[src/include/vss_defs.svh]
`ifndef VSS_DEFS_SVH
`define VSS_DEFS_SVH

// clock
`define VSS_CLK_PERIOD_NS   10

// start delay before the ramp, in ns, and its clock count
`define VSS_START_DELAY_NS  1360000
`define VSS_START_DELAY_CYC (`VSS_START_DELAY_NS / `VSS_CLK_PERIOD_NS)

// power-good delay after the ramp, in ns, and its clock count
`define VSS_GOOD_DELAY_NS   85000
`define VSS_GOOD_DELAY_CYC  (`VSS_GOOD_DELAY_NS / `VSS_CLK_PERIOD_NS)

// counts in switching cycles
`define VSS_OFF_WAIT_SW     2'd2
`define VSS_OC_CONSEC_SW    4'd8
`define VSS_HICCUP_SW       4096

// voltage-id off codes
`define VSS_OFF_CODE_A      6'h3f
`define VSS_OFF_CODE_B      6'h3e

// dac scaling: one dac step is 6.25 mV, one id bit is 12.5 mV
`define VSS_DAC_STEP_UV     6250
`define VSS_VID_STEP_UV     12500
`define VSS_VID_TO_DAC      10'd2
`define VSS_VID_TOP_DAC     10'h100
`define VSS_DAC_W           9
`define VSS_DAC_MAX         10'h1ff
`define VSS_DAC_RST         9'h000

// phases, synchroniser width
`define VSS_PHASES          4
`define VSS_SYNC_W          19

`endif

[src/include/vss_pkg.sv]
package vss_pkg;
`include "vss_defs.svh"

	typedef enum logic [2:0] {
		VSS_ST_SHUTDOWN = 3'b000,
		VSS_ST_DELAY    = 3'b001,
		VSS_ST_RAMP     = 3'b010,
		VSS_ST_PGDLY    = 3'b011,
		VSS_ST_RUN      = 3'b100,
		VSS_ST_OFFWAIT  = 3'b101,
		VSS_ST_HICCUP   = 3'b110
	} vss_state_e;

	typedef enum logic [1:0] {
		VSS_PWM_HIZ = 2'b00,
		VSS_PWM_LOW = 2'b01,
		VSS_PWM_RUN = 2'b10
	} vss_pwm_e;

	typedef logic [`VSS_DAC_W-1:0] vss_dac_t;

endpackage

[src/include/vss_ramp_if.sv]
`timescale 1ns/1ps
// sequencer to ramp generator
interface vss_ramp_if;
	import vss_pkg::*;
	logic     clear;
	logic     step;
	vss_dac_t target;
	vss_dac_t dac;
	logic     done;

	modport seq (output clear, output step, output target,
		input dac, input done);
	modport ramp (input clear, input step, input target,
		output dac, output done);
endinterface

[src/design/vss_sync.sv]
`timescale 1ns/1ps
// three-stage input filter; output moves once stages two and three agree
module vss_sync #(
	parameter int W = 1
) (
	input  wire logic         mclk,
	input  wire logic         rst,
	input  wire logic         ce,
	input  wire logic [W-1:0] din,
	output logic      [W-1:0] dout
);
	genvar i;
	generate
		for (i = 0; i < W; i++) begin : g_bit
			logic s1_reg;
			logic s2_reg;
			logic s3_reg;
			// first stage is only read by the second
			always_ff @(posedge mclk) begin
				if (rst) begin
					s1_reg <= 1'b0;
					s2_reg <= 1'b0;
					s3_reg <= 1'b0;
					dout[i] <= 1'b0;
				end else if (ce) begin
					s1_reg <= din[i];
					s2_reg <= s1_reg;
					s3_reg <= s2_reg;
					if (s2_reg == s3_reg)
						dout[i] <= s3_reg; // [RULE19]
				end
			end
		end
	endgenerate
endmodule

[src/design/vss_ramp.sv]
`timescale 1ns/1ps
`include "vss_defs.svh"
// soft-start reference dac: one step up per oscillator tick
module vss_ramp (
	input  wire logic mclk,
	input  wire logic rst,
	input  wire logic ce,
	vss_ramp_if.ramp  rif
);
	import vss_pkg::*;

	// step register, cleared whenever the sequencer is not regulating
	always_ff @(posedge mclk) begin
		if (rst) begin
			rif.dac <= `VSS_DAC_RST;
		end else if (ce) begin
			if (rif.clear)
				rif.dac <= `VSS_DAC_RST;
			else if (rif.step && (rif.dac < rif.target))
				rif.dac <= rif.dac + 9'h001; // [RULE8]
		end
	end

	// done flags the dac sitting on its target
	always_ff @(posedge mclk) begin
		if (rst) begin
			rif.done <= 1'b0;
		end else if (ce) begin
			rif.done <= !rif.clear && (rif.dac == rif.target); // [RULE9]
		end
	end
endmodule

[src/design/vss_sequencer.sv]
`timescale 1ns/1ps
// Summary of operation
// RULE1: shutdown keeps every phase output high-impedance
// RULE2: start needs reset passed, both enables, valid code
// RULE3: two off codes are invalid and latched
// RULE4: off code: two switch cycles, then disable
// RULE5: enabled with off code stays off until cycled
// RULE6: only enable or supply reset clears overvoltage
// RULE7: fixed start delay before the ramp begins
// RULE8: ramp dac one step per oscillator tick
// RULE9: ramp target is code plus offset
// RULE10: power-good rises after fixed delay past ramp
// RULE11: power-good low when off, faulted or disabled
// RULE12: undervoltage pulls power-good low
// RULE13: overvoltage trip level chosen by operating state
// RULE14: overvoltage drives outputs low, then high-impedance
// RULE15: overvoltage stops switching until enables cycle
// RULE16: average overcurrent shuts down at once
// RULE17: channel overcurrent eight cycles running shuts down
// RULE18: overcurrent hiccup 4096 cycles then retry
// RULE19: comparator inputs synchronised before use
`include "vss_defs.svh"
module vss_sequencer #(
	parameter int START_DELAY_CYC = `VSS_START_DELAY_CYC,
	parameter int GOOD_DELAY_CYC  = `VSS_GOOD_DELAY_CYC,
	parameter int HICCUP_SW       = `VSS_HICCUP_SW
) (
	input  wire logic                    mclk,
	input  wire logic                    rst,
	input  wire logic                    ce,
	input  wire logic                    por_ok,
	input  wire logic                    power_enable_in,
	input  wire logic                    tracking_rail_enable,
	input  wire logic [5:0]              voltage_id_code,
	input  wire logic [7:0]              dac_offset,
	input  wire logic                    output_sense_low,
	input  wire logic                    overvoltage_guard,
	input  wire logic                    remote_sense_low,
	input  wire logic                    average_phase_current,
	input  wire logic [`VSS_PHASES-1:0]  channel_overcurrent,
	input  wire logic                    switch_osc,
	input  wire logic                    ramp_osc,
	output vss_pkg::vss_pwm_e            pwm_cmd,
	output vss_pkg::vss_dac_t            dac_code,
	output logic                         power_good_out,
	output logic                         ov_level_vid,
	output logic                         off_code_latched,
	output logic                         ovp_latched,
	output logic                         latched_off,
	output logic                         oc_hiccup
);
	import vss_pkg::*;

	// true for the two codes that request the regulator off
	function automatic logic is_off_code(input logic [5:0] code);
		return (code == `VSS_OFF_CODE_A) || (code == `VSS_OFF_CODE_B);
	endfunction

	// id code to dac steps, offset added, clamped to the dac range
	function automatic vss_dac_t code_to_dac(input logic [5:0] code,
		input logic [7:0] ofs);
		logic signed [10:0] lvl;
		lvl = 11'(signed'({1'b0, `VSS_VID_TOP_DAC}))
			- 11'(signed'({1'b0, 4'h0, code} * `VSS_VID_TO_DAC))
			+ 11'(signed'(ofs));
		if (lvl < 11'sd0)
			return `VSS_DAC_RST;
		else if (lvl > 11'(signed'({1'b0, `VSS_DAC_MAX})))
			return 9'(`VSS_DAC_MAX);
		else
			return lvl[8:0];
	endfunction

	// true in states where the phases switch normally
	function automatic logic is_active(input vss_state_e st);
		return (st == VSS_ST_RAMP) || (st == VSS_ST_PGDLY)
			|| (st == VSS_ST_RUN) || (st == VSS_ST_OFFWAIT);
	endfunction

	logic [`VSS_SYNC_W-1:0] raw_in;
	logic [`VSS_SYNC_W-1:0] syn;
	logic                   pwr_s;
	logic                   vtt_s;
	logic                   por_s;
	logic                   uv_s;
	logic                   ov_s;
	logic                   avg_oc_s;
	logic [`VSS_PHASES-1:0] chan_oc_s;
	logic                   rs_low_s;
	logic                   sw_s;
	logic                   ss_s;
	logic [5:0]             vid_s;
	logic                   sw_q_reg;
	logic                   ss_q_reg;
	logic                   sw_rise;
	logic                   ss_rise;
	logic                   en_ok;
	logic                   off_now;
	logic                   oc_event;
	logic [`VSS_PHASES-1:0] chan_trip;
	vss_state_e             state_reg;
	logic [19:0]            timer_reg;
	logic [12:0]            hic_cnt_reg;
	logic [1:0]             off_cnt_reg;
	logic                   off_done;
	logic                   hic_done;
	logic                   start_done;
	logic                   good_done;
	vss_dac_t               target_reg;

	vss_ramp_if rif ();

	// every comparator result and the id pins cross in here
	assign raw_in = {voltage_id_code, ramp_osc, switch_osc,
		remote_sense_low, channel_overcurrent, average_phase_current,
		overvoltage_guard, output_sense_low, por_ok,
		tracking_rail_enable, power_enable_in};

	vss_sync #(
		.W (`VSS_SYNC_W)
	) u_sync (
		.mclk (mclk),
		.rst  (rst),
		.ce   (ce),
		.din  (raw_in),
		.dout (syn)
	); // [RULE19]

	// unpack the filtered inputs
	assign pwr_s     = syn[0];
	assign vtt_s     = syn[1];
	assign por_s     = syn[2];
	assign uv_s      = syn[3];
	assign ov_s      = syn[4];
	assign avg_oc_s  = syn[5];
	assign chan_oc_s = syn[9:6];
	assign rs_low_s  = syn[10];
	assign sw_s      = syn[11];
	assign ss_s      = syn[12];
	assign vid_s     = syn[18:13];

	// oscillator edges become single-cycle ticks
	always_ff @(posedge mclk) begin
		if (rst) begin
			sw_q_reg <= 1'b0;
			ss_q_reg <= 1'b0;
		end else if (ce) begin
			sw_q_reg <= sw_s;
			ss_q_reg <= ss_s;
		end
	end
	assign sw_rise = sw_s && !sw_q_reg;
	assign ss_rise = ss_s && !ss_q_reg;

	// all three enable conditions; dropping any one cycles the part
	assign en_ok   = por_s && pwr_s && vtt_s; // [RULE2]
	assign off_now = is_off_code(vid_s); // [RULE3]

	// per-channel run counter of consecutive over-limit switch cycles
	genvar ch;
	generate
		for (ch = 0; ch < `VSS_PHASES; ch++) begin : g_chan
			logic [3:0] cnt_reg;
			// a single cycle below the limit restarts the count
			always_ff @(posedge mclk) begin
				if (rst) begin
					cnt_reg <= 4'h0;
				end else if (ce) begin
					if (!chan_oc_s[ch] || !is_active(state_reg))
						cnt_reg <= 4'h0; // [RULE17]
					else if (sw_rise && cnt_reg < `VSS_OC_CONSEC_SW)
						cnt_reg <= cnt_reg + 4'h1; // [RULE17]
				end
			end
			assign chan_trip[ch] = (cnt_reg == `VSS_OC_CONSEC_SW);
		end
	endgenerate

	// either overcurrent scheme, only while the phases switch
	assign oc_event = is_active(state_reg)
		&& (avg_oc_s || (|chan_trip)); // [RULE16] [RULE17]

	// overvoltage latch: set from reset onward, set wins over clear
	always_ff @(posedge mclk) begin
		if (rst) begin
			ovp_latched <= 1'b0;
		end else if (ce) begin
			if (ov_s)
				ovp_latched <= 1'b1; // [RULE13] [RULE15]
			else if (!en_ok)
				ovp_latched <= 1'b0; // [RULE6]
		end
	end

	// off-code occurrence flag, dropped once the code is gone and an enable is lost
	always_ff @(posedge mclk) begin
		if (rst) begin
			off_code_latched <= 1'b0;
		end else if (ce) begin
			if (off_now)
				off_code_latched <= 1'b1; // [RULE3]
			else if (!en_ok)
				off_code_latched <= 1'b0;
		end
	end

	// latched off: enabled into an off code, or off code while running
	always_ff @(posedge mclk) begin
		if (rst) begin
			latched_off <= 1'b0;
		end else if (ce) begin
			if (en_ok && off_now && state_reg == VSS_ST_SHUTDOWN)
				latched_off <= 1'b1; // [RULE5]
			else if (off_done)
				latched_off <= 1'b1; // [RULE4]
			else if (!en_ok)
				latched_off <= 1'b0; // [RULE5]
		end
	end

	// shared delay timer for the start and power-good waits
	always_ff @(posedge mclk) begin
		if (rst) begin
			timer_reg <= 20'h00000;
		end else if (ce) begin
			if ((state_reg == VSS_ST_DELAY && !start_done)
				|| (state_reg == VSS_ST_PGDLY && !good_done))
				timer_reg <= timer_reg + 20'h00001;
			else
				timer_reg <= 20'h00000;
		end
	end
	assign start_done = (timer_reg == 20'(START_DELAY_CYC - 1));
	assign good_done  = (timer_reg == 20'(GOOD_DELAY_CYC - 1));

	// hiccup wait counted in switching cycles
	always_ff @(posedge mclk) begin
		if (rst) begin
			hic_cnt_reg <= 13'h0000;
		end else if (ce) begin
			if (state_reg != VSS_ST_HICCUP)
				hic_cnt_reg <= 13'h0000;
			else if (sw_rise && !hic_done)
				hic_cnt_reg <= hic_cnt_reg + 13'h0001; // [RULE18]
		end
	end
	assign hic_done = (hic_cnt_reg == 13'(HICCUP_SW));

	// off-code grace period in switching cycles
	always_ff @(posedge mclk) begin
		if (rst) begin
			off_cnt_reg <= 2'h0;
		end else if (ce) begin
			if (state_reg != VSS_ST_OFFWAIT)
				off_cnt_reg <= 2'h0;
			else if (sw_rise && !off_done)
				off_cnt_reg <= off_cnt_reg + 2'h1; // [RULE4]
		end
	end
	assign off_done = (state_reg == VSS_ST_OFFWAIT)
		&& (off_cnt_reg == `VSS_OFF_WAIT_SW);

	// sequencing; losing an enable or an overvoltage overrides all
	always_ff @(posedge mclk) begin
		if (rst) begin
			state_reg <= VSS_ST_SHUTDOWN;
		end else if (ce) begin
			if (!en_ok || ovp_latched || ov_s) begin
				state_reg <= VSS_ST_SHUTDOWN; // [RULE15]
			end else begin
				unique case (state_reg)
				VSS_ST_SHUTDOWN: begin
					if (!latched_off && !off_now)
						state_reg <= VSS_ST_DELAY; // [RULE2] [RULE5]
				end
				VSS_ST_DELAY: begin
					if (off_now)
						state_reg <= VSS_ST_SHUTDOWN; // [RULE5]
					else if (start_done)
						state_reg <= VSS_ST_RAMP; // [RULE7]
				end
				VSS_ST_RAMP: begin
					if (oc_event)
						state_reg <= VSS_ST_HICCUP; // [RULE16]
					else if (off_now)
						state_reg <= VSS_ST_OFFWAIT; // [RULE4]
					else if (rif.done)
						state_reg <= VSS_ST_PGDLY;
				end
				VSS_ST_PGDLY: begin
					if (oc_event)
						state_reg <= VSS_ST_HICCUP;
					else if (off_now)
						state_reg <= VSS_ST_OFFWAIT;
					else if (good_done)
						state_reg <= VSS_ST_RUN; // [RULE10]
				end
				VSS_ST_RUN: begin
					if (oc_event)
						state_reg <= VSS_ST_HICCUP; // [RULE18]
					else if (off_now)
						state_reg <= VSS_ST_OFFWAIT; // [RULE4]
				end
				VSS_ST_OFFWAIT: begin
					if (oc_event)
						state_reg <= VSS_ST_HICCUP;
					else if (off_done)
						state_reg <= VSS_ST_SHUTDOWN; // [RULE4]
				end
				VSS_ST_HICCUP: begin
					if (hic_done)
						state_reg <= off_now ? VSS_ST_SHUTDOWN
							: VSS_ST_DELAY; // [RULE18]
				end
				default: state_reg <= VSS_ST_SHUTDOWN;
				endcase
			end
		end
	end

	// ramp target frozen while an off code is on the pins
	always_ff @(posedge mclk) begin
		if (rst) begin
			target_reg <= `VSS_DAC_RST;
		end else if (ce) begin
			if (!off_now)
				target_reg <= code_to_dac(vid_s, dac_offset); // [RULE9]
		end
	end

	// ramp only steps in the ramp state; regulation holds the level
	assign rif.clear  = !is_active(state_reg);
	assign rif.step   = ss_rise && (state_reg == VSS_ST_RAMP); // [RULE8]
	assign rif.target = target_reg;

	vss_ramp u_ramp (
		.mclk (mclk),
		.rst  (rst),
		.ce   (ce),
		.rif  (rif)
	);

	// phase command; overvoltage beats overcurrent beats normal run
	// the comparator filter adds latency beyond the 20 ns target
	always_ff @(posedge mclk) begin
		if (rst) begin
			pwm_cmd <= VSS_PWM_HIZ;
		end else if (ce) begin
			if (ov_s)
				pwm_cmd <= VSS_PWM_LOW; // [RULE14]
			else if (ovp_latched)
				pwm_cmd <= (pwm_cmd == VSS_PWM_LOW && !rs_low_s)
					? VSS_PWM_LOW : VSS_PWM_HIZ; // [RULE14]
			else if (oc_event || !en_ok)
				pwm_cmd <= VSS_PWM_HIZ; // [RULE18]
			else if (is_active(state_reg) && !off_done)
				pwm_cmd <= VSS_PWM_RUN;
			else
				pwm_cmd <= VSS_PWM_HIZ; // [RULE1]
		end
	end

	// power-good only in regulation with no fault or disable
	always_ff @(posedge mclk) begin
		if (rst) begin
			power_good_out <= 1'b0;
		end else if (ce) begin
			power_good_out <= (state_reg == VSS_ST_RUN) && en_ok
				&& !off_now && !ov_s && !ovp_latched // [RULE11]
				&& !oc_event // [RULE11]
				&& !uv_s; // [RULE12]
		end
	end

	// trip level: fixed level until a valid code regulates
	always_ff @(posedge mclk) begin
		if (rst) begin
			ov_level_vid <= 1'b0;
		end else if (ce) begin
			ov_level_vid <= en_ok && !latched_off && !off_done
				&& (is_active(state_reg)
				|| state_reg == VSS_ST_HICCUP); // [RULE13] [RULE4]
		end
	end

	// registered copies of dac and hiccup status
	always_ff @(posedge mclk) begin
		if (rst) begin
			dac_code  <= `VSS_DAC_RST;
			oc_hiccup <= 1'b0;
		end else if (ce) begin
			dac_code  <= rif.dac;
			oc_hiccup <= (state_reg == VSS_ST_HICCUP);
		end
	end
endmodule

[config.mk]
export PLATFORM = sky130hd
export DESIGN_NAME = vss_sequencer
export DESIGN_NICKNAME = d
export VERILOG_FILES = /design/src/include/vss_pkg.sv /design/src/include/vss_ramp_if.sv /design/src/design/vss_sync.sv /design/src/design/vss_ramp.sv /design/src/design/vss_sequencer.sv
export VERILOG_INCLUDE_DIRS = /design/src /design/src/include
export SDC_FILE = /design/constraint.sdc
export NUM_CORES = 1
export LEC_CHECK = 0
export BUFFER_PORTS_ARGS = -buffer_cell sky130_fd_sc_hd__buf_2
export CORE_MARGIN = 5
export CORE_UTILIZATION = 35
export CTS_BUF_LIST = sky130_fd_sc_hd__clkbuf_16
export DETAILED_ROUTE_END_ITERATION = 16
export MAX_ROUTING_LAYER = met4
export REMOVE_ABC_BUFFERS = 1
export SLEW_MARGIN = 20
export SYNTH_ARGS = -nofsm -noshare
export SYNTH_HDL_FRONTEND = slang
export SYNTH_SLANG_ARGS = --single-unit
[constraint.sdc]
create_clock -name mclk -period 2.9 [get_ports mclk]
set_clock_uncertainty 0.15 [all_clocks]
set_input_delay 0.29 -clock mclk [delete_from_list [all_inputs] [get_ports mclk]]
set_output_delay 0.29 -clock mclk [all_outputs]
set_load 0.02 [all_outputs]
After elaboration in Yosys (flattened, before gate mapping). Index checks and enable logic that the tools add are counted.

Register bits after elaboration: 168. Bits of input ports: 30.

Bitwise operators: 1. Multiplexer cells: 44. Equal/unequal tests: 50. Add/subtract/negate cells: 10. Reduce and logical (&&, ||, !) cells: 103. $lt $le $gt $ge: 7.

Operators by type and width (number): $reduce_and 2->1 (30); $mux 3 (15); $mux 9 (4); $mux 4 (8); $logic_and 1x1->1 (31); $mux 13 (2); $pmux 3 s7 (1); $add 20x1->20 const B (1); $eq 20x14->1 const B (1); $eq 20x18->1 const B (1); $mux 20 (1); $eq 1x1->1 (19); $logic_not 1->1 (19); $add 4x1->4 const B (4); $eq 4x4->1 const B (4); $lt 4x4->1 const B (4); $logic_or 1x1->1 (14); $add 13x1->13 const B (1); $eq 13x13->1 const B (1); $eq 6x6->1 const B (2); $mux 2 (6); $reduce_bool 2->1 (6); $add 10x8->11 (1); $gt 11x10->1 const B (1); other kinds (23) (38).

Depth between registers and ports, before layout. Gate-level depths: netlist of run 1.

Depth in word-level cells: 9. Mapped depth: 12. Gate-level depth less buffers: 12.

Hierarchy. A second synthesis of run 1 with hierarchy kept.

Cell total of the unflattened synthesis: 939. Area total of the unflattened synthesis: 8319.2 um2.

By module, submodules not included: vss_sequencer (area each 4405.5 um2, times used 1, cells each 538); vss_sync (area each 3121.7 um2, times used 1, cells each 306); vss_ramp (area each 792.0 um2, times used 1, cells each 95).

Worst setup path after synthesis of run 1. Ideal clock, no wire load.

Path kind: reg-to-reg. From: register u_sync.dout[13]. To: register target_reg[1], in the netlist rif.target[1]. Clock period less this slack: 2788 ps. Data arrival time: 2497 ps. Slack: 112 ps. Buffers on the path: 0. Stages on the path, launching flop included: 13. Cells stage by stage: dfxtp_1 > inv_1 > ha_1 > nand2_1 > xor2_1 > ha_1 > a21oi_1 > nand2_1 > a31oi_1 > o21a_1 > mux2i_2 > o21bai_1 > a21oi_1.

Word-level cells in the longest chain between the ends: 5. Elaborated cells between the ends (all ways): 11. Those cells by class: 2 x add/sub; 2 x order compare; 2 x eq/ne; 2 x mux; 1 x bitwise; 2 x reduce/logical.

RTL lines: from (decl) (line vss_sync.sv:10) `output logic [W-1:0] dout`; from (signal, indexed assignment) (line vss_sync.sv:30) `dout[i] <= s3_reg;`; $sub 9x7->10 (line vss_sequencer.sv:63) `` lvl = 11'(signed'({1'b0, `VSS_VID_TOP_DAC})) ``; $add 10x8->11 (line vss_sequencer.sv:63); $gt 11x10->1 (line vss_sequencer.sv:68) `` else if (lvl > 11'(signed'({1'b0, `VSS_DAC_MAX}))) ``; $mux 9 (line vss_sequencer.sv:68); $mux 9 (line vss_sequencer.sv:66) `if (lvl < 11'sd0)`; to (signal assigned) (line vss_sequencer.sv:324) `` target_reg <= `VSS_DAC_RST; ``; to (signal assigned) (line vss_sequencer.sv:327) `target_reg <= code_to_dac(vid_s, dac_offset);`; to (decl) (line vss_sequencer.sv:109) `vss_dac_t target_reg;`.

Several ways; a longest one is shown, not always the timed one. A chain may end at the register's enable or synchronous reset.

Worst setup path after layout of run 1.
From: register u_sync.dout[13]. To: register target_reg[2], in the netlist rif.target[2].

Same word-level chain as after synthesis.

==> results of run 1 <==
-- cells in the final DEF, fill, tap and decap left out, types with 22 or more instances in the layout --
cell type	count
xnor2_1	27
nor2_1	152
dlygate4sd3_1	24
a21o_1	23
mux2i_1	67
nand3_1	22
buf_2	44
o21ai_0	37
nand2_1	97
dfxtp_1	167
ha_1	34
xor2_1	23
inv_1	38
a21oi_1	60
-- metrics by stage --
step	cell area [sq um]	hold slack (ps)	setup WS, ps	std cells	power, mW
floorplan	7830	202	135	887	2.56
global placement	8500	295	105	1229	2.68
detailed placement	8500	297	36.4	1229	2.68
CTS	9320	30.1	23.2	1285	4.90
global route	9390	52.4	1.76	1287	5.05
finish	9390	46.8	140	1287	4.84
-- worst max-delay path by stage --
stage	from	end	slack (ps)	cells after the start
finish	u_sync.dout[13]	rif.target[2]	140	11
global route	u_sync.dout[14]	rif.target[2]	2	11
CTS	u_sync.dout[13]	rif.target[2]	20	11
detailed placement	u_sync.dout[13]	rif.target[2]	40	11
global placement	u_sync.dout[13]	rif.target[2]	100	11
floorplan	u_sync.dout[13]	rif.target[0]	140	12
-- area by class of cell --
cell class | instances | area (sq um) | area share
clock buffer | 17 | 425 | 0.0453
clock inverter | 15 | 148 | 0.0157
inverter | 39 | 146 | 0.0156
multi-input combinational | 680 | 4380 | 0.466
sequential | 168 | 3360 | 0.358
tap | 285 | 357 | 0.0380
timing repair buffer | 83 | 573 | 0.0610
-- critical path, stage by stage, from the launching register on --
cell	delay (ps)
dfxtp_1	340
inv_2	70
ha_4	260
inv_1	50
fa_2	370
nand2b_4	160
a211oi_2	260
o22ai_1	130
or2_2	300
mux2_4	300
a21o_1	200
a21oi_2	120
-- power by group through the flow --
stage / sequential [mW] / combinational, mW / clock [mW]
finish: 2.37 / 0.291 / 2.18
detailed placement: 2.42 / 0.263 / 0
floorplan: 2.41 / 0.142 / 0
global route: 2.37 / 0.325 / 2.36
global placement: 2.42 / 0.260 / 0
CTS: 2.37 / 0.290 / 2.25
-- cell families after synthesis --
logic type / share of synthesized area
muxes: 0.0891
adders and majority gates: 0.0574
xor gates and xnor gates: 0.0549
AOI/OAI and AO/OA: 0.126
and+or+nand+nor: 0.214
DFF: 0.422
buffers and inverters: 0.0366
-- per-layer routing --
layer	track usage	share of wire	up-vias
met3	0.0323	0.031	6
met5	-	0	-
met4	0.0349	0.0052	0
li1	-	-	3295
met1	0.181	0.52	2837
met2	0.199	0.45	66
-- timing repair --
item / in CTS / in global routing
gates resized for setup: 0 / 11
endpoints found under the setup margin: 0 / 9
buffers inserted: 0 / 2
hold endpoints to repair: 25 / 0
hold buffers: 24 / 0
==> results_dict.tcl, run 1 <==
set metrics [dict create \
    run_status "finished clean" \
    via_per_inst 4.82 \
    synth_seq_cells 168 \
    die-area_sq_um 25900 \
    design.portCount 47 \
    routedWlPerCell_microns 12.7 \
    fmax_mhz 362 \
    avgSynthCellArea_sq_um 8.65 \
    routed_wl_mm 16.3 \
    clock_latency_ps 420 \
    final_layout_size_suffix_gt1_frac 0.128 \
    die_y_microns 161 \
    r2r_start "u_sync.dout[13]" \
    hold_end "rif.target[0]" \
    grt_pass1_vias 5768 \
    hpwlAfterDp_mm 11.1 \
    async_reset_ff_frac 0 \
    worst_slew_pin_slew_ps 868 \
    netSwitchingPower_mw 1.17 \
    area_growth_pct 17.8 \
    p_sw_frac 0.241 \
    syn-cell-area_sq_um 7980 \
    cts_sinks 168 \
    drc 0 \
    fin_crit_ps 2760 \
    antenna_found_initial 0 \
    std_cell_rows 55 \
    clkSlewWorstSetupHoldPaths_ps 70 \
    yosysUniqueCellTypes 66 \
    whs_path_depth 3 \
    critical_path_class "flip-flop to flip-flop" \
    drt_iter0_markers 280 \
    slew_headroom 0.421 \
    hp-class "primary input to flip-flop" \
    crit_required_ps 3110 \
    combPwrFrac 0.060 \
    critPathCaptureType "flip-flop" \
    finalCritPeriodShare 0.952 \
    yosys.area.top_type "dfxtp_1" \
    via_count 6204 \
    seqPwrFrac 0.489 \
    synth_most_common_cell "dfxtp_1" \
    yosysSeqAreaShare 0.422 \
    p_int_mw 3.67 \
    core_area_sq_um 22600 \
    cts_tree "yes" \
    largest_reg_flops 20 \
    arrival_ps 2970 \
    synth_cells 922 \
    r2r_cells 11 \
    ir_worst_vdd_uv 437 \
    initial_utilization 0.353 \
    overflow 0 \
    grt_max_degree 61 \
    synth_top_area_frac 0.422 \
    ys_warn_count 0 \
    critPathMaxFanout 7 \
    root_buffer "clkbuf_16" \
    drv_cap 0 \
    reg2reg_to "rif.target[2]" \
    grt_pass1_wl_mm 28.2 \
    gp_congestion 0.807 \
    htreeDepth 4 \
    antenna_cells 0 \
    cts.path.max_buffers 2 \
    tns_ps 0 \
    portBuffers 46 \
    drv_slew 0 \
    ff2ff_setup_slack_ps 140 \
    fillers 2270 \
    synth_area_leaders "dfxtp_1, mux2i_1, nor2_1" \
    ys.flop_type "dfxtp_1" \
    grtUsageTotal 0.133 \
    rsz0062_at_grt "no" \
    antenna_left 0 \
    setup_viol 0 \
    hold_start "dac_offset[0]" \
    ys_top_cells_by_count "dfxtp_1, nor2_1, nand2_1" \
    leakagePower_nw 3.85 \
    cellPowerDensity_nw_per_um2 515 \
    synth_edf_count 0 \
    cts_buffers 17 \
    finalNetCount 1055 \
    final_hold_viol_count 0 \
    clkPwrFrac 0.451 \
    drt_first_pass_iters 4 \
    post-route-util 0.416 \
    start_kind "flip-flop" \
    dieWidth_microns 161 \
]
No activity file was read; power rests on OpenSTA's default activity.
==> inputs of run 2 (changes only) <==
==> constraint.sdc (replaced) <==
create_clock -name mclk -period 3 [get_ports mclk]
set_clock_uncertainty 0.15 [all_clocks]
set_input_delay 0 -clock mclk [delete_from_list [all_inputs] [get_ports mclk]]
set_output_delay 0 -clock mclk [all_outputs]
set_load 0.02 [all_outputs]
==> run 2 against run 1 <==
- routed wire length grew 1.0%
- cell count is 0.70% higher
- non-clock buffer count increased by 9
- critical endpoint unchanged
- largest cell class unchanged
- highest routed layer unchanged
==> results_dict.tcl, run 2 (synthesis gave the netlist of run 1 again) <==
set metrics [dict create \
    finalCritPeriodShare 0.933 \
    cellPowerDensity_nw_per_um2 520 \
    final_cell_mix "dfxtp_1, nor2_1, nand2_1" \
    p_int_mw 3.88 \
    routedWlPerCell_microns 12.7 \
    drv_slew 0 \
    leakagePower_nw 3.92 \
    totalPowerFinal_mw 4.96 \
    via_count 6380 \
    die_y_microns 161 \
    worst_slew_pin_slew_ps 631 \
    grtUsageTotal 0.133 \
    crit_required_ps 3200 \
    drt_first_pass_iters 4 \
    finalNetCount 1064 \
    initial_utilization 0.353 \
    area_growth_pct 19.5 \
    drc 0 \
    clkPwrFrac 0.480 \
    rsz0062_at_grt "no" \
    run_status "finished clean" \
    seqPwrFrac 0.461 \
    grt_max_degree 45 \
    gp_congestion 0.829 \
    cts_tree "yes" \
    fin_ws_ps 201 \
    hp-class "primary input to flip-flop" \
    design.portCount 47 \
    die-area_sq_um 25900 \
    dieWidth_microns 161 \
    antenna_cells 0 \
    start_kind "flip-flop" \
    p_sw_frac 0.218 \
    via_per_inst 4.92 \
    critPathMaxFanout 7 \
    grt_pass1_vias 6065 \
    largest_reg_flops 20 \
    dpl_cell_area_sq_um 8500 \
    fin_crit_ps 2800 \
    final_hold_viol_count 0 \
    fin_area_sq_um 9530 \
    std_cell_rows 55 \
    setup_viol 0 \
    slew_headroom 0.579 \
    routed_wl_mm 16.5 \
    cts_sinks 168 \
    overflow 0 \
    critical_path_class "flip-flop to flip-flop" \
    clock_latency_ps 420 \
    finalNonFillerCells 1296 \
    portBuffers 46 \
    critPathCaptureType "flip-flop" \
    netSwitchingPower_mw 1.08 \
    dp_cells 1228 \
    core_area_sq_um 22600 \
    drv_cap 0 \
    drt_iter0_markers 273 \
    arrival_ps 3000 \
    cts_buffers 17 \
    fillers 2248 \
    antenna_left 0 \
    htreeDepth 4 \
    tns_ps 0 \
    combPwrFrac 0.058 \
    grt_pass1_wl_mm 28.5 \
    clkSlewWorstSetupHoldPaths_ps 60 \
    dp_slack_ps 36.3 \
    root_buffer "clkbuf_16" \
    whs_path_depth 5 \
    r2r_cells 11 \
    final_common_cell "dfxtp_1" \
    cts.path.max_buffers 2 \
    fmax_mhz 357 \
    final_layout_size_suffix_gt1_frac 0.119 \
    antenna_found_initial 0 \
    ir_worst_vdd_uv 390 \
    hpwlAfterDp_mm 11.3 \
]
[run 2: power by group through the flow]
| stage | clock network [mW] | registers (mW) | logic, mW |
|---|---|---|---|
| final | 2.38 | 2.29 | 0.289 |
| after CTS | 2.45 | 2.29 | 0.292 |
| after global placement | 0 | 2.34 | 0.252 |
| after detailed placement | 0 | 2.34 | 0.254 |
| after floorplan | 0 | 2.33 | 0.138 |
| after global routing | 2.55 | 2.29 | 0.322 |
[run 2: worst paths after layout]
| kind | from | end | slack, ps |
|---|---|---|---|
| worst max-delay path | u_sync.dout[14] | rif.target[2] | 200 |
| worst min-delay path | dac_offset[2] | rif.target[2] | 70 |
| worst max register to register | u_sync.dout[14] | rif.target[2] | 200 |
| worst min register to register | u_sync.g_bit[14].s3_reg | u_sync.dout[14] | 300 |
[run 2: worst max-delay path, cell delays in order, from the launching register on]
cell,delay (ps)
dfxtp_4,370
inv_1,70
ha_1,290
inv_1,60
fa_2,370
nand2b_4,160
a211oi_2,240
o22ai_1,110
or2_2,300
mux2_4,300
a21o_1,200
a21oi_2,120
[run 2: area by class of cell]
type / count / area (sq um) / area share
multi-input combinational: 680 / 4340 / 0.455
sequential: 168 / 3370 / 0.353
timing repair buffer: 92 / 671 / 0.0704
clock buffer: 17 / 425 / 0.0447
tap: 285 / 357 / 0.0374
clock inverter: 15 / 223 / 0.0234
inverter: 39 / 146 / 0.0154
[run 2: what timing repair did]
action,CTS,global route
setup endpoints to repair,0,9
hold buffers,36,0
resized for setup,0,6
setup buffers,0,0
hold endpoints to repair,57,0
[run 2: per-stage QoR]
step / utilization / hold WS, ps
3_5_place_dp: 0.376 / 90.7
6_report: 0.422 / 65.0
2_1_floorplan: - / -87.6
5_1_grt: 0.422 / 88.6
3_3_place_gp: 0.376 / 83.2
4_1_cts: 0.421 / 31.4
[run 2: layer usage]
metal / track usage / share of wire / routed length (microns) / vias up
li1: - / - / - / 3317
met1: 0.179 / 0.50 / 8300 / 2953
met2: 0.202 / 0.45 / 7340 / 92
met3: 0.0275 / 0.036 / 599 / 18
met4: 0.0434 / 0.014 / 237 / 0
met5: - / 0 / 0 / -
==> inputs of run 3 (changes only) <==
- CELL_PAD_IN_SITES_DETAIL_PLACEMENT: unset -> 1
- CELL_PAD_IN_SITES_GLOBAL_PLACEMENT: unset -> 2
- CORE_MARGIN: 5 -> 2
- CTS_CLUSTER_SIZE: unset -> 10
- PLACE_DENSITY_LB_ADDON: unset -> 0.1
==> run 3 against run 2 <==
- final area fell by 1.4%
- register-to-register slack barely moved
- global-route usage rose by 3.7 points
- via count rose by 0.72%
- combinational power fell by 2%
- sequential power barely moved
- non-clock buffer count fell by 10
- setup slack got worse by 14 ps
- critical endpoint unchanged
==> results_dict.tcl, run 3 (synthesis gave the netlist of run 1 again) <==
set metrics [dict create \
    critPathCaptureType "flip-flop" \
    setup.worst_path.start "u_sync.dout[13]" \
    root_buffer "clkbuf_16" \
    fin_crit_ps 2810 \
    final_layout_size_suffix_gt1_frac 0.122 \
    drt_first_pass_iters 5 \
    antenna_left 0 \
    holdWs_ps 58.0 \
    r2r_start "u_sync.dout[13]" \
    critical_path_class "flip-flop to flip-flop" \
    cp_common_cell "inv_1" \
    totalPowerFinal_mw 4.90 \
    tns_ps 0 \
    largest_reg_flops 20 \
    ir_worst_vdd_uv 297 \
    run_status "finished clean" \
    fin_area_sq_um 9390 \
    final_common_cell "dfxtp_1" \
    grt_max_degree 62 \
    hpwlAfterDp_mm 12.9 \
    drv_cap 0 \
    cp-endpoint "rif.target[2]" \
    crit_path_cell_trace "inv_1 > ha_1 > inv_1 > fa_2 > nand2b_4 > a211oi_4 > o22ai_1 > or2_2 > mux2_4 > a21o_1 > a21oi_2" \
    final_cell_mix "dfxtp_1, nor2_1, nand2_1" \
    fmax_mhz 355 \
    cts_tree "yes" \
    r2r_cells 11 \
    design.portCount 47 \
    via_count 6426 \
    rsz0062_at_grt "no" \
    cts.path.max_buffers 2 \
    drc 0 \
    postCtsSetupBuffers 0 \
    initial_utilization 0.354 \
    die_y_microns 155 \
    portBuffers 46 \
    antenna_found_initial 0 \
    crit_required_ps 3200 \
    drv_slew 0 \
    ff2ff_setup_slack_ps 190 \
    grt_pass1_vias 6502 \
    worst_slew_pin_slew_ps 798 \
    cts_sinks 168 \
    cts_buffers 17 \
    cellPowerDensity_nw_per_um2 521 \
    clkSlewWorstSetupHoldPaths_ps 70 \
    start_kind "flip-flop" \
    clock_latency_ps 430 \
    reg2reg_to "rif.target[2]" \
    leakagePower_nw 3.86 \
    finalNetCount 1054 \
    overflow 0 \
    critPathMaxFanout 7 \
    crit_buf_inv 2 \
    arrival_ps 3020 \
    final_hold_viol_count 0 \
    routedWlPerCell_microns 14.7 \
    htreeDepth 4 \
    via_per_inst 5.00 \
    core_area_sq_um 22500 \
    antenna_cells 0 \
    std_cell_rows 55 \
    cpLargestDelayFamily "compound AO/OA/AOI/OAI gates" \
    grtUsageTotal 0.171 \
    hp-class "primary input to flip-flop" \
    drt_iter0_markers 231 \
    cp_num_cells 11 \
    die-area_sq_um 24000 \
    dpl_cell_area_sq_um 8510 \
    gp_congestion 0.747 \
    dieWidth_microns 155 \
    slew_headroom 0.468 \
    worst_path_max_delay_cell "fa_2" \
    grt_pass1_wl_mm 32.5 \
    area_growth_pct 17.8 \
    routed_wl_mm 18.9 \
    post-route-util 0.417 \
    cp_slowest_stage_delay_ps 370 \
    setup_viol 0 \
    finalCritPeriodShare 0.938 \
    fillers 2631 \
]
run 3: cell count changes in the layout (fill, tap and decap cells not counted), sizes merged:
cell         before  now
dlygate4sd3      36   24
inv              41   46
buf              56   58
bufinv            5    3
clkinv            7    5
clkinvlp          1    0
run 3: cell type report:
type / count / area [sq um] / share of cell area
flip-flops and latches: 168 / 3360 / 0.358
clock buffers: 17 / 425 / 0.0453
inverters: 39 / 146 / 0.0156
repair buffers: 82 / 566 / 0.0602
multi-input cells: 680 / 4350 / 0.463
well taps: 285 / 357 / 0.0380
clock inverters: 15 / 191 / 0.0204
run 3: layer usage:
metal / global-route usage / vias up / share of wire
met5: - / - / 0
met4: 0.0507 / 0 / 0.013
met3: 0.0337 / 17 / 0.024
met2: 0.265 / 65 / 0.45
met1: 0.226 / 3060 / 0.51
li1: - / 3284 / -
run 3: worst min-delay path, cell delays in order:
cell,delay [ps]
buf_2,110
inv_1,80
fa_2,220
a21o_1,120
a21oi_2,50
run 3: per-stage QoR:
stage,setup WS [ps],instances
6_report,186,1286
5_1_grt,7.43,1286
4_1_cts,74.7,1286
3_5_place_dp,105,1230
3_3_place_gp,150,1230
2_1_floorplan,235,887
run 3: worst min-delay path by stage:
stage | startpoint | end | slack, ps | depth (start not counted)
6_report | dac_offset[2] | rif.target[2] | 60 | 5
5_1_grt | dac_offset[2] | rif.target[2] | 50 | 5
4_1_cts | dac_offset[2] | rif.target[2] | 30 | 5
3_5_place_dp | remote_sense_low | u_sync.g_bit[10].s1_reg | 90 | 3
3_3_place_gp | voltage_id_code[2] | u_sync.g_bit[15].s1_reg | 80 | 3
2_1_floorplan | rst | rif.target[2] | -90 | 1
run 3: power by group:
part           switching [mW]  total, mW  internal (mW)
Sequential             0.0223       2.29           2.27
Combinational           0.163      0.283          0.120
Clock                   0.991       2.33           1.34
Total                    1.18       4.90           3.72
run 3: what timing repair did:
item,CTS,global route
resized for setup,0,5
hold buffers,24,0
setup endpoints to repair,0,9
hold endpoints to repair,37,0
